### src/hdl/flash_cmd_pkg.sv
// Purpose: shared constants for the serial flash command ends
// Assumes: 100 MHz pclk, spi mode 0 on the link
// Notes:   times in ns, cycle counts derived from them
package flash_cmd_pkg;
  localparam int CLK_MHZ = 100;

  localparam logic [7:0] OP_WRSR = 8'h01;
  localparam logic [7:0] OP_PP   = 8'h02;
  localparam logic [7:0] OP_RDSR = 8'h05;
  localparam logic [7:0] OP_WREN = 8'h06;
  localparam logic [7:0] OP_SE   = 8'h20;
  localparam logic [7:0] OP_BE32 = 8'h52;
  localparam logic [7:0] OP_BE64 = 8'hD8;
  localparam logic [7:0] OP_CE1  = 8'hC7;
  localparam logic [7:0] OP_CE2  = 8'h60;
  localparam logic [7:0] OP_HALT = 8'h75;
  localparam logic [7:0] OP_RES  = 8'h7A;
  localparam logic [7:0] OP_PD   = 8'hB9;
  localparam logic [7:0] OP_FAST = 8'hA3;
  localparam logic [7:0] OP_REL  = 8'hAB;
  localparam logic [7:0] OP_MID  = 8'h90;

  // identity bytes: values are arbitrary
  localparam logic [7:0] MANUF_ID  = 8'h5A;
  localparam logic [7:0] DEVICE_ID = 8'h15;

  localparam int FULL_ERASE_TIME_NS   = 2000000;
  localparam int SECTOR_ERASE_TIME_NS = 400000;
  localparam int PROGRAM_TIME_NS      = 50000;
  localparam int SUSPEND_TIME_NS      = 20000;
  localparam int SLEEP_ENTRY_TIME_NS  = 3000;
  localparam int WAKE_TIME_NS         = 3000;
  localparam int WAKE_WITH_ID_TIME_NS = 5000;

  // longest times round down, least times round up
  localparam int FULL_ERASE_CYC   = FULL_ERASE_TIME_NS * CLK_MHZ / 1000;
  localparam int SECTOR_ERASE_CYC = SECTOR_ERASE_TIME_NS * CLK_MHZ / 1000;
  localparam int PROGRAM_CYC      = PROGRAM_TIME_NS * CLK_MHZ / 1000;
  localparam int SUSPEND_CYC      = SUSPEND_TIME_NS * CLK_MHZ / 1000;
  localparam int SLEEP_ENTRY_CYC  = SLEEP_ENTRY_TIME_NS * CLK_MHZ / 1000;
  localparam int WAKE_CYC         = (WAKE_TIME_NS * CLK_MHZ + 999) / 1000;
  localparam int WAKE_WITH_ID_CYC = (WAKE_WITH_ID_TIME_NS * CLK_MHZ + 999) / 1000;

  localparam int OPW = 24;
  localparam int TW  = 12;

  localparam logic [1:0] KIND_NONE = 2'h0;
  localparam logic [1:0] KIND_CHIP = 2'h1;
  localparam logic [1:0] KIND_SECT = 2'h2;
  localparam logic [1:0] KIND_PROG = 2'h3;

  localparam int ST_BUSY   = 0;
  localparam int ST_WEN    = 1;
  localparam int ST_BP_LO  = 2;
  localparam int ST_BOTTOM = 5;
  localparam int ST_SMALL  = 6;
  localparam int ST_PAUSED = 7;

  localparam logic [2:0] ADDR_LAST_BYTE = 3'h3;
  localparam logic [2:0] DATA_BYTE      = 3'h4;
  localparam logic [2:0] SAT_BYTES      = 3'h7;

  localparam logic [7:0] REG_CMD  = 8'h00;
  localparam logic [7:0] REG_ADDR = 8'h04;
  localparam logic [7:0] REG_STAT = 8'h08;
  localparam logic [7:0] REG_GAP  = 8'h0C;
  localparam int CMD_TX_LO = 8;
  localparam int CMD_RX_LO = 12;
  localparam int CMD_GO    = 31;
  localparam logic [15:0] GAP_RESET = 16'(WAKE_WITH_ID_CYC);
  localparam logic [3:0] SCLK_HALF_CYC = 4'h8;

  typedef enum logic [1:0] {
    H_IDLE  = 2'b00,
    H_SHIFT = 2'b01,
    H_TAIL  = 2'b10,
    H_GAP   = 2'b11
  } host_state_t;
endpackage

### src/hdl/spi_link_if.sv
// Purpose: serial link between flash command host and device
// Assumes: single data in, single data out, select active low
// Notes:   data out line idles high when the device does not drive it
`timescale 1ns/1ps
`default_nettype none
interface spi_link_if;
  logic cs_n;
  logic sclk;
  logic mosi;
  logic miso;
  logic miso_oe;
  logic miso_line;

  assign miso_line = miso_oe ? miso : 1'b1;

  modport device (input cs_n, input sclk, input mosi, output miso, output miso_oe);
  modport host (output cs_n, output sclk, output mosi, input miso_line);
endinterface
`default_nettype wire

### src/hdl/flash_cmd_dev.sv
// Purpose: command handling end of a serial nor flash
// Assumes: link pins oversampled by pclk, sclk at most pclk/6
// Notes:   one op timer; status byte served during any busy cycle
// Function
// - C7h or 60h erase whole array to ones
// - whole erase needs write enable latch set
// - select must rise right after eighth bit
// - self-timed whole erase, busy high, status served
// - write enable latch clears after whole erase
// - any protected page skips whole erase
// - 75h pauses sector/block erase or program
// - no status write or erase during erase pause
// - suspend ignored during whole array erase
// - no status write or program during program pause
// - suspend within latency, busy low, flag set
// - reset leaves no pause and flag clear
// - 7Ah sets busy, clears flag, finishes op
// - resume ignored unless pause active
// - B9h enters sleep within entry time
// - asleep only ABh recognised; start awake
// - A3h opcode plus three dummy bytes
// - ABh, 06h or B9h leave high speed
// - plain release waits wake time before commands
// - ABh plus three dummies repeats id byte
// - release with id waits longer wake time
// - ABh ignored while busy
// - 90h alternates maker and device id bytes
`timescale 1ns/1ps
`default_nettype none
module flash_cmd_dev #(
  parameter int FULL_ERASE_CYC   = flash_cmd_pkg::FULL_ERASE_CYC,
  parameter int SECTOR_ERASE_CYC = flash_cmd_pkg::SECTOR_ERASE_CYC,
  parameter int PROGRAM_CYC      = flash_cmd_pkg::PROGRAM_CYC
) (
  input  wire logic   pclk,
  input  wire logic   presetn,
  spi_link_if.device  link,
  input  wire logic   protect_invert,
  input  wire logic   protect_small_unit,
  input  wire logic   protect_from_bottom,
  input  wire logic   prot_level_2,
  input  wire logic   prot_level_1,
  input  wire logic   prot_level_0,
  output logic        busy,
  output logic        write_enable_latch,
  output logic        paused_op_flag,
  output logic        asleep,
  output logic        high_speed_standby,
  output logic        array_blank
);
  typedef struct packed {
    logic [2:0]                      cs_sy;
    logic [2:0]                      ck_sy;
    logic [1:0]                      di_sy;
    logic [7:0]                      sh;
    logic [7:0]                      op;
    logic [2:0]                      bitc;
    logic [2:0]                      bytec;
    logic                            par;
    logic                            alsb;
    logic                            ign;
    logic                            miso;
    logic                            miso_oe;
    logic                            busy;
    logic                            wen;
    logic                            paused;
    logic                            suspending;
    logic                            asleep;
    logic                            hs;
    logic                            blank;
    logic [1:0]                      kind;
    logic [flash_cmd_pkg::OPW-1:0]   op_cnt;
    logic [flash_cmd_pkg::TW-1:0]    sus_cnt;
    logic [flash_cmd_pkg::TW-1:0]    pd_cnt;
    logic [flash_cmd_pkg::TW-1:0]    wake_cnt;
  } dev_state_t;

  localparam dev_state_t DEV_RST = '{cs_sy: 3'h7, default: '0};

  dev_state_t s;
  dev_state_t n;

  logic       cs_fall;
  logic       cs_rise;
  logic       ck_rise;
  logic       ck_fall;
  logic [7:0] new_byte;
  logic       exact1;
  logic       hdr_only;
  logic       reading;
  logic [7:0] status_byte;
  logic [7:0] out_byte;
  logic [2:0] bp;

  function automatic logic any_protected(input logic inv, input logic sec, input logic [2:0] lv);
    // complement mode only leaves the array open when the base range is everything
    any_protected = inv ? !(lv == 3'h7 && !sec) : (lv != 3'h0);
  endfunction

  assign bp       = {prot_level_2, prot_level_1, prot_level_0};
  assign cs_fall  = s.cs_sy[2] & ~s.cs_sy[1];
  assign cs_rise  = ~s.cs_sy[2] & s.cs_sy[1];
  assign ck_rise  = ~s.ck_sy[2] & s.ck_sy[1] & ~s.cs_sy[1] & ~s.ign;
  assign ck_fall  = s.ck_sy[2] & ~s.ck_sy[1] & ~s.cs_sy[1] & ~s.ign;
  assign new_byte = {s.sh[6:0], s.di_sy[1]};
  assign exact1   = (s.bitc == 3'h0) && (s.bytec == 3'h1);
  assign hdr_only = (s.bitc == 3'h0) && (s.bytec == flash_cmd_pkg::DATA_BYTE);

  assign status_byte = {s.paused, protect_small_unit, protect_from_bottom, bp, s.wen, s.busy};

  always_comb begin
    reading  = 1'b0;
    out_byte = status_byte;
    if (!s.asleep) begin
      if (s.op == flash_cmd_pkg::OP_RDSR && s.bytec != 3'h0) begin
        reading = 1'b1;
      end else if (s.op == flash_cmd_pkg::OP_MID && !s.busy &&
                   s.bytec >= flash_cmd_pkg::DATA_BYTE) begin
        reading  = 1'b1;
        out_byte = (s.par ^ s.alsb) ? flash_cmd_pkg::DEVICE_ID : flash_cmd_pkg::MANUF_ID;
      end
    end
    if (s.op == flash_cmd_pkg::OP_REL && !s.busy && s.bytec >= flash_cmd_pkg::DATA_BYTE) begin
      reading  = 1'b1;
      out_byte = flash_cmd_pkg::DEVICE_ID;
    end
  end

  always_comb begin
    n       = s;
    n.cs_sy = {s.cs_sy[1:0], link.cs_n};
    n.ck_sy = {s.ck_sy[1:0], link.sclk};
    n.di_sy = {s.di_sy[0], link.mosi};

    // op timer; a suspend only lands if the op is still running
    if (s.busy) begin
      if (s.op_cnt <= flash_cmd_pkg::OPW'(1)) begin
        n.busy       = 1'b0;
        n.wen        = 1'b0;
        n.suspending = 1'b0;
        n.kind       = flash_cmd_pkg::KIND_NONE;
        if (s.kind == flash_cmd_pkg::KIND_CHIP) begin
          n.blank = 1'b1;
        end
      end else begin
        n.op_cnt = s.op_cnt - flash_cmd_pkg::OPW'(1);
        if (s.suspending) begin
          if (s.sus_cnt <= flash_cmd_pkg::TW'(1)) begin
            n.busy       = 1'b0;
            n.paused     = 1'b1;
            n.suspending = 1'b0;
          end else begin
            n.sus_cnt = s.sus_cnt - flash_cmd_pkg::TW'(1);
          end
        end
      end
    end
    if (s.pd_cnt != '0) begin
      n.pd_cnt = s.pd_cnt - flash_cmd_pkg::TW'(1);
      if (s.pd_cnt == flash_cmd_pkg::TW'(1)) begin
        n.asleep = 1'b1;
      end
    end
    if (s.wake_cnt != '0) begin
      n.wake_cnt = s.wake_cnt - flash_cmd_pkg::TW'(1);
    end

    if (cs_fall) begin
      n.bitc  = 3'h0;
      n.bytec = 3'h0;
      n.par   = 1'b0;
      n.alsb  = 1'b0;
      n.op    = 8'h00;
      n.ign   = (s.wake_cnt != '0) || (s.pd_cnt != '0);
    end

    if (ck_rise) begin
      n.sh   = new_byte;
      n.bitc = s.bitc + 3'h1;
      if (s.bitc == 3'h7) begin
        n.par = ~s.par;
        if (s.bytec != flash_cmd_pkg::SAT_BYTES) begin
          n.bytec = s.bytec + 3'h1;
        end
        if (s.bytec == 3'h0) begin
          n.op = new_byte;
        end
        if (s.bytec == flash_cmd_pkg::ADDR_LAST_BYTE) begin
          n.alsb = new_byte[0];
        end
      end
    end

    if (ck_fall && reading) begin
      n.miso    = out_byte[3'h7 - s.bitc];
      n.miso_oe = 1'b1;
    end

    if (cs_rise) begin
      n.miso_oe = 1'b0;
    end
    if (cs_rise && !s.ign) begin
      if (s.asleep) begin
        // only the release opcode is heard while asleep
        if (s.op == flash_cmd_pkg::OP_REL && exact1) begin
          n.asleep   = 1'b0;
          n.hs       = 1'b0;
          n.wake_cnt = flash_cmd_pkg::TW'(flash_cmd_pkg::WAKE_CYC);
        end else if (s.op == flash_cmd_pkg::OP_REL && s.bitc == 3'h0 &&
                     s.bytec >= flash_cmd_pkg::DATA_BYTE) begin
          n.asleep   = 1'b0;
          n.hs       = 1'b0;
          n.wake_cnt = flash_cmd_pkg::TW'(flash_cmd_pkg::WAKE_WITH_ID_CYC);
        end
      end else begin
        case (s.op)
          flash_cmd_pkg::OP_WREN: begin
            if (exact1) begin
              n.wen = 1'b1;
              n.hs  = 1'b0;
            end
          end
          flash_cmd_pkg::OP_CE1, flash_cmd_pkg::OP_CE2: begin
            if (exact1 && s.wen && !s.busy && !s.paused &&
                !any_protected(protect_invert, protect_small_unit, bp)) begin
              n.busy   = 1'b1;
              n.kind   = flash_cmd_pkg::KIND_CHIP;
              n.op_cnt = flash_cmd_pkg::OPW'(FULL_ERASE_CYC);
            end
          end
          flash_cmd_pkg::OP_SE, flash_cmd_pkg::OP_BE32, flash_cmd_pkg::OP_BE64: begin
            if (hdr_only && s.wen && !s.busy && !s.paused) begin
              n.busy   = 1'b1;
              n.kind   = flash_cmd_pkg::KIND_SECT;
              n.op_cnt = flash_cmd_pkg::OPW'(SECTOR_ERASE_CYC);
            end
          end
          flash_cmd_pkg::OP_PP: begin
            if (s.bitc == 3'h0 && s.bytec > flash_cmd_pkg::DATA_BYTE &&
                s.wen && !s.busy && !s.paused) begin
              n.busy   = 1'b1;
              n.blank  = 1'b0;
              n.kind   = flash_cmd_pkg::KIND_PROG;
              n.op_cnt = flash_cmd_pkg::OPW'(PROGRAM_CYC);
            end
          end
          flash_cmd_pkg::OP_HALT: begin
            // an op ending this cycle must not leave a stale suspend behind
            if (exact1 && s.busy && !s.suspending && s.op_cnt > flash_cmd_pkg::OPW'(1) &&
                s.kind != flash_cmd_pkg::KIND_CHIP) begin
              n.suspending = 1'b1;
              n.sus_cnt    = flash_cmd_pkg::TW'(flash_cmd_pkg::SUSPEND_CYC);
            end
          end
          flash_cmd_pkg::OP_RES: begin
            if (exact1 && s.paused) begin
              n.paused = 1'b0;
              n.busy   = 1'b1;
            end
          end
          flash_cmd_pkg::OP_PD: begin
            if (exact1 && !s.busy) begin
              n.pd_cnt = flash_cmd_pkg::TW'(flash_cmd_pkg::SLEEP_ENTRY_CYC);
              n.hs     = 1'b0;
            end
          end
          flash_cmd_pkg::OP_FAST: begin
            if (hdr_only && !s.busy) begin
              n.hs = 1'b1;
            end
          end
          flash_cmd_pkg::OP_REL: begin
            if (!s.busy && s.bitc == 3'h0 && s.bytec != 3'h0) begin
              n.hs = 1'b0;
            end
          end
          default: begin
          end
        endcase
      end
    end
  end

  // power loss is modelled by reset: no pause survives it
  always_ff @(posedge pclk or negedge presetn) begin
    if (!presetn) begin
      s <= DEV_RST;
    end else begin
      s <= n;
    end
  end

  assign link.miso          = s.miso;
  assign link.miso_oe       = s.miso_oe;
  assign busy               = s.busy;
  assign write_enable_latch = s.wen;
  assign paused_op_flag     = s.paused;
  assign asleep             = s.asleep;
  assign high_speed_standby = s.hs;
  assign array_blank        = s.blank;
endmodule
`default_nettype wire

### src/flat_wrapper.sv
// flat-port wrapper written by rule: the top's interface ports become plain ports
module flash_cmd_dev_flat 
#(
  parameter int FULL_ERASE_CYC   = flash_cmd_pkg::FULL_ERASE_CYC,
  parameter int SECTOR_ERASE_CYC = flash_cmd_pkg::SECTOR_ERASE_CYC,
  parameter int PROGRAM_CYC      = flash_cmd_pkg::PROGRAM_CYC
)
  (pclk, presetn, protect_invert, protect_small_unit, protect_from_bottom, prot_level_2, prot_level_1, prot_level_0, busy, write_enable_latch, paused_op_flag, asleep, high_speed_standby, array_blank, link_cs_n, link_sclk, link_mosi, link_miso, link_miso_oe);
  spi_link_if link_i ();
  input  wire logic pclk;
  input  wire logic presetn;
  input  wire logic protect_invert;
  input  wire logic protect_small_unit;
  input  wire logic protect_from_bottom;
  input  wire logic prot_level_2;
  input  wire logic prot_level_1;
  input  wire logic prot_level_0;
  output logic busy;
  output logic write_enable_latch;
  output logic paused_op_flag;
  output logic asleep;
  output logic high_speed_standby;
  output logic array_blank;
  input wire logic [$bits(link_i.cs_n)-1:0] link_cs_n;
  input wire logic [$bits(link_i.sclk)-1:0] link_sclk;
  input wire logic [$bits(link_i.mosi)-1:0] link_mosi;
  output wire logic [$bits(link_i.miso)-1:0] link_miso;
  output wire logic [$bits(link_i.miso_oe)-1:0] link_miso_oe;
  assign link_i.cs_n = link_cs_n;
  assign link_i.sclk = link_sclk;
  assign link_i.mosi = link_mosi;
  assign link_miso = link_i.miso;
  assign link_miso_oe = link_i.miso_oe;
  flash_cmd_dev #(.FULL_ERASE_CYC(FULL_ERASE_CYC), .SECTOR_ERASE_CYC(SECTOR_ERASE_CYC), .PROGRAM_CYC(PROGRAM_CYC)) u_core (.pclk(pclk), .presetn(presetn), .link(link_i), .protect_invert(protect_invert), .protect_small_unit(protect_small_unit), .protect_from_bottom(protect_from_bottom), .prot_level_2(prot_level_2), .prot_level_1(prot_level_1), .prot_level_0(prot_level_0), .busy(busy), .write_enable_latch(write_enable_latch), .paused_op_flag(paused_op_flag), .asleep(asleep), .high_speed_standby(high_speed_standby), .array_blank(array_blank));
endmodule
### config.mk
export PLATFORM = sky130hd
export DESIGN_NAME = flash_cmd_dev_flat
export DESIGN_NICKNAME = d
export VERILOG_FILES = /design/src/hdl/flash_cmd_pkg.sv /design/src/hdl/spi_link_if.sv /design/src/hdl/flash_cmd_dev.sv /design/src/flat_wrapper.sv
export SDC_FILE = /design/constraint.sdc
export NUM_CORES = 1
export LEC_CHECK = 0
export ABC_AREA = 1
export BUFFER_PORTS_ARGS = -buffer_cell sky130_fd_sc_hd__buf_2
export CORE_ASPECT_RATIO = 0.8
export CORE_UTILIZATION = 50
export CTS_CLUSTER_DIAMETER = 100
export DETAILED_ROUTE_END_ITERATION = 16
export HOLD_SLACK_MARGIN = 0.06
export PLACE_DENSITY = 0.69
export SETUP_SLACK_MARGIN = 0.2
export SYNTH_ARGS = -nofsm -noshare
export SYNTH_HDL_FRONTEND = slang
export SYNTH_SLANG_ARGS = --single-unit
export TNS_END_PERCENT = 5
### constraint.sdc
create_clock -name pclk -period 2.37 [get_ports pclk]
set_clock_uncertainty 0.1 [all_clocks]
set_input_delay 0.1185 -clock pclk [delete_from_list [all_inputs] [get_ports pclk]]
set_output_delay 0.1185 -clock pclk [all_outputs]
set_load 0.02 [all_outputs]
Yosys cells after proc, flatten, opt, wreduce, memory -nomap -nowiden
Index checks and enable logic that the tools add are counted.
{"block": "word_totals", "reg_bits": 103, "in_bits": 11, "output_inout_bits": 8}
{"block": "op_classes", "add_sub_neg": 7, "n_lt_le_gt_ge": 6, "eq_ne": 28, "n_mux": 75, "n_bitwise": 15, "n_reduce_logical": 53}
{"op": "two-way mux 12 bit", "count": 11}
{"op": "case mux 26 bit (3 select lines)", "count": 1}
{"op": "two-way mux 69 bit", "count": 1}
{"op": "two-way mux 26 bit", "count": 2}
{"op": "two-way mux 51 bit", "count": 1}
{"op": "equality test 8 bit (second input constant)", "count": 6}
{"op": "two-way mux 8 bit", "count": 6}
{"op": "two-way mux 39 bit", "count": 1}
{"op": "two-way mux 36 bit", "count": 1}
{"op": "subtractor 12 x 1 -> 12 bit (second input constant)", "count": 3}
{"op": "two-way mux 1 bit", "count": 35}
{"op": "logical AND 1 bit", "count": 33}
{"op": "equality test 8 x 7 -> 1 bit (second input constant)", "count": 4}
{"op": "two-way mux 27 bit", "count": 1}
{"op": "> comparator 24 x 1 -> 1 bit (second input constant)", "count": 1}
{"op": "<= comparator 24 x 1 -> 1 bit (second input constant)", "count": 1}
{"op": "nonzero test 12 bit", "count": 2}
{"op": "subtractor 24 x 1 -> 24 bit (second input constant)", "count": 1}
{"op": "two-way mux 17 bit", "count": 1}
{"op": "equality test 8 x 3 -> 1 bit (second input constant)", "count": 2}
{"op": "two-way mux 16 bit", "count": 1}
{"op": "equality test 12 x 1 -> 1 bit (second input constant)", "count": 1}
{"op": "<= comparator 12 x 1 -> 1 bit (second input constant)", "count": 1}
{"op": "equality test 3 bit (second input constant)", "count": 3}
{"op": "other kinds (33)", "count": 64}

Longest topological paths before layout
{"block": "logic_depth", "ltp_word": 10, "ltp_mapped": 14, "mapped_depth_nobuf": 14}

Least setup slack after synthesis
OpenSTA, ideal clock, no wires.
{"block": "synth_timing", "path_kind": "register to register", "start": "register u_core.s[77] in the netlist's numbering", "end": "register u_core.s[55] in the netlist's numbering", "arrival_time_ns": 1.806, "required_ns": 2.143, "path_slack_ns": 0.337, "path_stages_with_launch": 11, "n_path_buf": 0, "path_cell_list": "dfrtp_1 -> inv_1 -> ha_1 -> inv_1 -> nor2_2 -> nand3_2 -> nor2_1 -> and3_1 -> nor2_1 -> nor3_2 -> nor2_1"}
{"element": "start, declared", "line": "flash_cmd_dev.sv:80", "rtl": "dev_state_t s;"}
{"element": "start signal, assigned", "line": "flash_cmd_dev.sv:289", "rtl": "s <= n;"}

==> impl_metrics.env <==
export IMPL_worst_slew_margin_rel_pct=52.2
export IMPL_worst_r2r_cell_count=11
export IMPL_ctsLongestPathBuffers=2
export IMPL_min_path_cells=9
export IMPL_layout_drive_gt1_share_pct=11.1
export IMPL_antenna_found_initial=0
export IMPL_critPathMaxStageDelay_ns=0.44
export IMPL_vias_per_cell=5.31
export IMPL_drtIter0Drc=316
export IMPL_insertion_delay_ns=0.34
export IMPL_p_leak_nw=3.63
export IMPL_fin_nets=920
export IMPL_diodes=0
export IMPL_status="finished, final reports clean"
export IMPL_tightestPinTransition_ns=0.717
export IMPL_synth_warnings=0
export IMPL_clk_pin_slew_ns=0.07
export IMPL_detail_route_antenna_nets=0
export IMPL_row_count=35
export IMPL_vias=5555
export IMPL_path_depth=11
export IMPL_die_x_um=126
export IMPL_place_congestion=0.872
export IMPL_worstPathArrival_ns=2.27
export IMPL_cap_violations=0
export IMPL_critPathKind="reg2reg"
export IMPL_crit_path_start_kind="flip-flop"
export IMPL_ys_ff_latch=103
export IMPL_intPower_mw=2.93
export IMPL_synthArstFlopShare_pct=100
export IMPL_crit_buf_inv=3
export IMPL_synth_cells=849
export IMPL_dpl_hpwl_um=11300
export IMPL_die_area_um2=12800
export IMPL_grt_max_degree=53
export IMPL_rsz0062_at_grt="yes"
export IMPL_synth_edf_count=0
export IMPL_timing_fmax_ghz=0.477
export IMPL_htree_levels=3
export IMPL_grt_pass1_vias=5363
export IMPL_yosysUniqueCellTypes=45
export IMPL_wl_um=14700
export IMPL_hold_viol=0
export IMPL_ir_drop_uv=413
export IMPL_grt_pass1_wl_um=25000
export IMPL_drc=0
export IMPL_setup_tns_ns=0
export IMPL_syn_nets=875
export IMPL_cellPowerDensity_nw_per_um2=529
export IMPL_synth_ff_type="dfrtp_1"
export IMPL_syn_area_um2=6190
export IMPL_cp_top_family="simple AND/OR/NAND/NOR gates"
export IMPL_min_period_ns=2.10
export IMPL_io_buffers=18
export IMPL_final_common_cell="nand2_1"
export IMPL_holdWs_ns=0.207
export IMPL_p_switching_mw=0.797
export IMPL_p_sw_share_pct=21.4
export IMPL_r2r_slack_ns=0.27
export IMPL_wl_per_cell_um=14.0
export IMPL_setup_viol_count_final=0
export IMPL_finalPower_mw=3.73
export IMPL_final_cell_mix="nand2_1 (177), nor2_1 (126), inv_1 (124)"
export IMPL_pin_count=19
export IMPL_period_share_pct=88.4
export IMPL_area_growth_pct=13.9
export IMPL_dpl_cell_count=1023
export IMPL_worstSetupEndpointType="flip-flop"
export IMPL_core_area_um2=11800
export IMPL_critPathMaxFanout=9
export IMPL_start_util_pct=52.5
export IMPL_cts_root_buf="clkbuf_16"
export IMPL_syn_area_per_cell_um2=7.29
export IMPL_hold_path_class="in2reg"
export IMPL_cts_tree="done"
export IMPL_cp_slowest_cell="dfrtp_1"
export IMPL_first_pass_iters=4
export IMPL_final_util_pct=59.9
export IMPL_cp_cell_sequence="inv_1, ha_1, inv_1, nor2_4, nand3_2, nor2_4, and3_1, nor2_1, nor3_4, buf_12, a21oi_1"
export IMPL_gr_usage_all_layers_pct=24.5
export IMPL_cts_buffers=9
export IMPL_n_fill_cell=1070
export IMPL_final_max_slew_viol_count=0
export IMPL_share_clk_of_total_power_pct=45.9
export IMPL_overflow=0
export IMPL_finalNonFillerCells=1047
export IMPL_die_y_um=102
export IMPL_power_frac_seq_pct=49.1
export IMPL_required_ns=2.54
export IMPL_clock_sinks=103
export IMPL_ys_seq_area_share_pct=41.7
export IMPL_power_frac_comb_pct=5.0
flip-flops by register name, summed over array words and instances (netlist names):
| name | count |
|---|---|
| u_core.s | 82 |
| u_core.new_byte | 8 |
| u_core.n | 5 |
| u_core.array_blank | 1 |
| u_core.asleep | 1 |
| u_core.busy | 1 |
| u_core.high_speed_standby | 1 |
| u_core.link.miso | 1 |
| u_core.link.miso_oe | 1 |
| u_core.paused_op_flag | 1 |
| u_core.write_enable_latch | 1 |
Yosys cell counts, types with 2 or more instances:
library cell	count	share of area, %
inv_2	7	0.42
nand2_2	3	0.30
nand3_1	76	6.1
nor2_1	130	7.9
nand4_1	21	2.1
o31ai_1	2	0.24
inv_1	125	7.6
nor3_1	29	2.3
ha_1	15	3.0
dfrtp_1	100	40
xnor2_1	7	0.99
or2_2	3	0.30
o21ai_0	44	3.6
dfstp_2	3	1.3
nand2_1	177	11
a31oi_1	3	0.30
o211ai_1	4	0.49
xor2_1	18	2.5
clkbuf_1	4	0.24
nor2_4	3	0.55
a21oi_1	24	1.9
o21ai_1	3	0.24
nand3_2	3	0.49
o22ai_1	2	0.20
nand3b_1	4	0.49
and3_1	2	0.20
nor2_2	12	1.2
nor4_1	8	0.81
kinds of logic (layout without fill, tap and decap cells):
logic type,count (synthesis),in the layout,share of synthesized area [%]
AO/OA/AOI/OAI,88,88,7.82
XOR/XNOR,25,25,3.54
flip-flops,103,103,41.7
AND/OR/NAND/NOR,480,480,35.4
adder cells (fa/ha/maj),15,15,3.03
buffers and inverters,138,188,8.51
stage by stage:
step / instance area, um2 / setup slack [ns]
floorplan: 6190 / 0.337
global placement: 6570 / 0.203
detailed placement: 6570 / 0.136
CTS: 7000 / 0.197
global route: 7050 / 0.117
finish: 7050 / 0.274
final timing paths:
| path | end | start |
|---|---|---|
| max in group asynchronous | u_core.s[103] | presetn |
| hold / removal | u_core.link.miso | protect_from_bottom |
| setup reg to reg | u_core.s[56] | u_core.s[77] |
| min in group asynchronous | u_core.s[25] | presetn |
| setup / recovery | u_core.s[56] | u_core.s[77] |
| hold reg to reg | u_core.new_byte[0] | u_core.n[97] |
routing by layer:
metal  global-route usage (%)  part of all wire (%)  vias to the layer above
met5                        0                     0                        -
met4                     6.95                   1.3                        0
met3                     4.28                   4.3                       22
met2                     41.9                    47                      116
met1                     32.1                    47                     2592
li1                         -                     -                     2825
layout make-up:
class,instances,area (um2),share of cell area [%]
Clock inverter,5,104,1.47
Inverter,132,495,7.03
Timing Repair Buffer,40,318,4.51
Tap cell,148,185,2.63
Clock buffer,11,243,3.44
Multi-Input combinational cell,608,3120,44.3
Sequential cell,103,2580,36.6
worst register-to-register path, delay by kind of cell, from the launching register on:
| family | cells | cell delay (ns) |
|---|---|---|
| simple gates | 6 | 0.84 |
| flops | 1 | 0.44 |
| fa+ha+maj | 1 | 0.19 |
| compound gates | 1 | 0.11 |
| buf+inv | 3 | 0.35 |
power by group through the flow:
stage	registers (mW)	logic [mW]	clock network [mW]
detailed placement	1.86	0.181	0
CTS	1.83	0.187	1.75
global route	1.84	0.216	1.80
finish	1.83	0.185	1.71
global placement	1.86	0.179	0
floorplan	1.86	0.0923	0
what timing repair did:
item	CTS	global route
pin swaps	2	5
buffers inserted	3	1
gates cloned	0	0
endpoints found under the hold margin	53	0
endpoints found under the setup margin	17	55
hold buffers	4	0
resized for setup	1	11
Note: power is estimated with default switching activity, not from simulation.
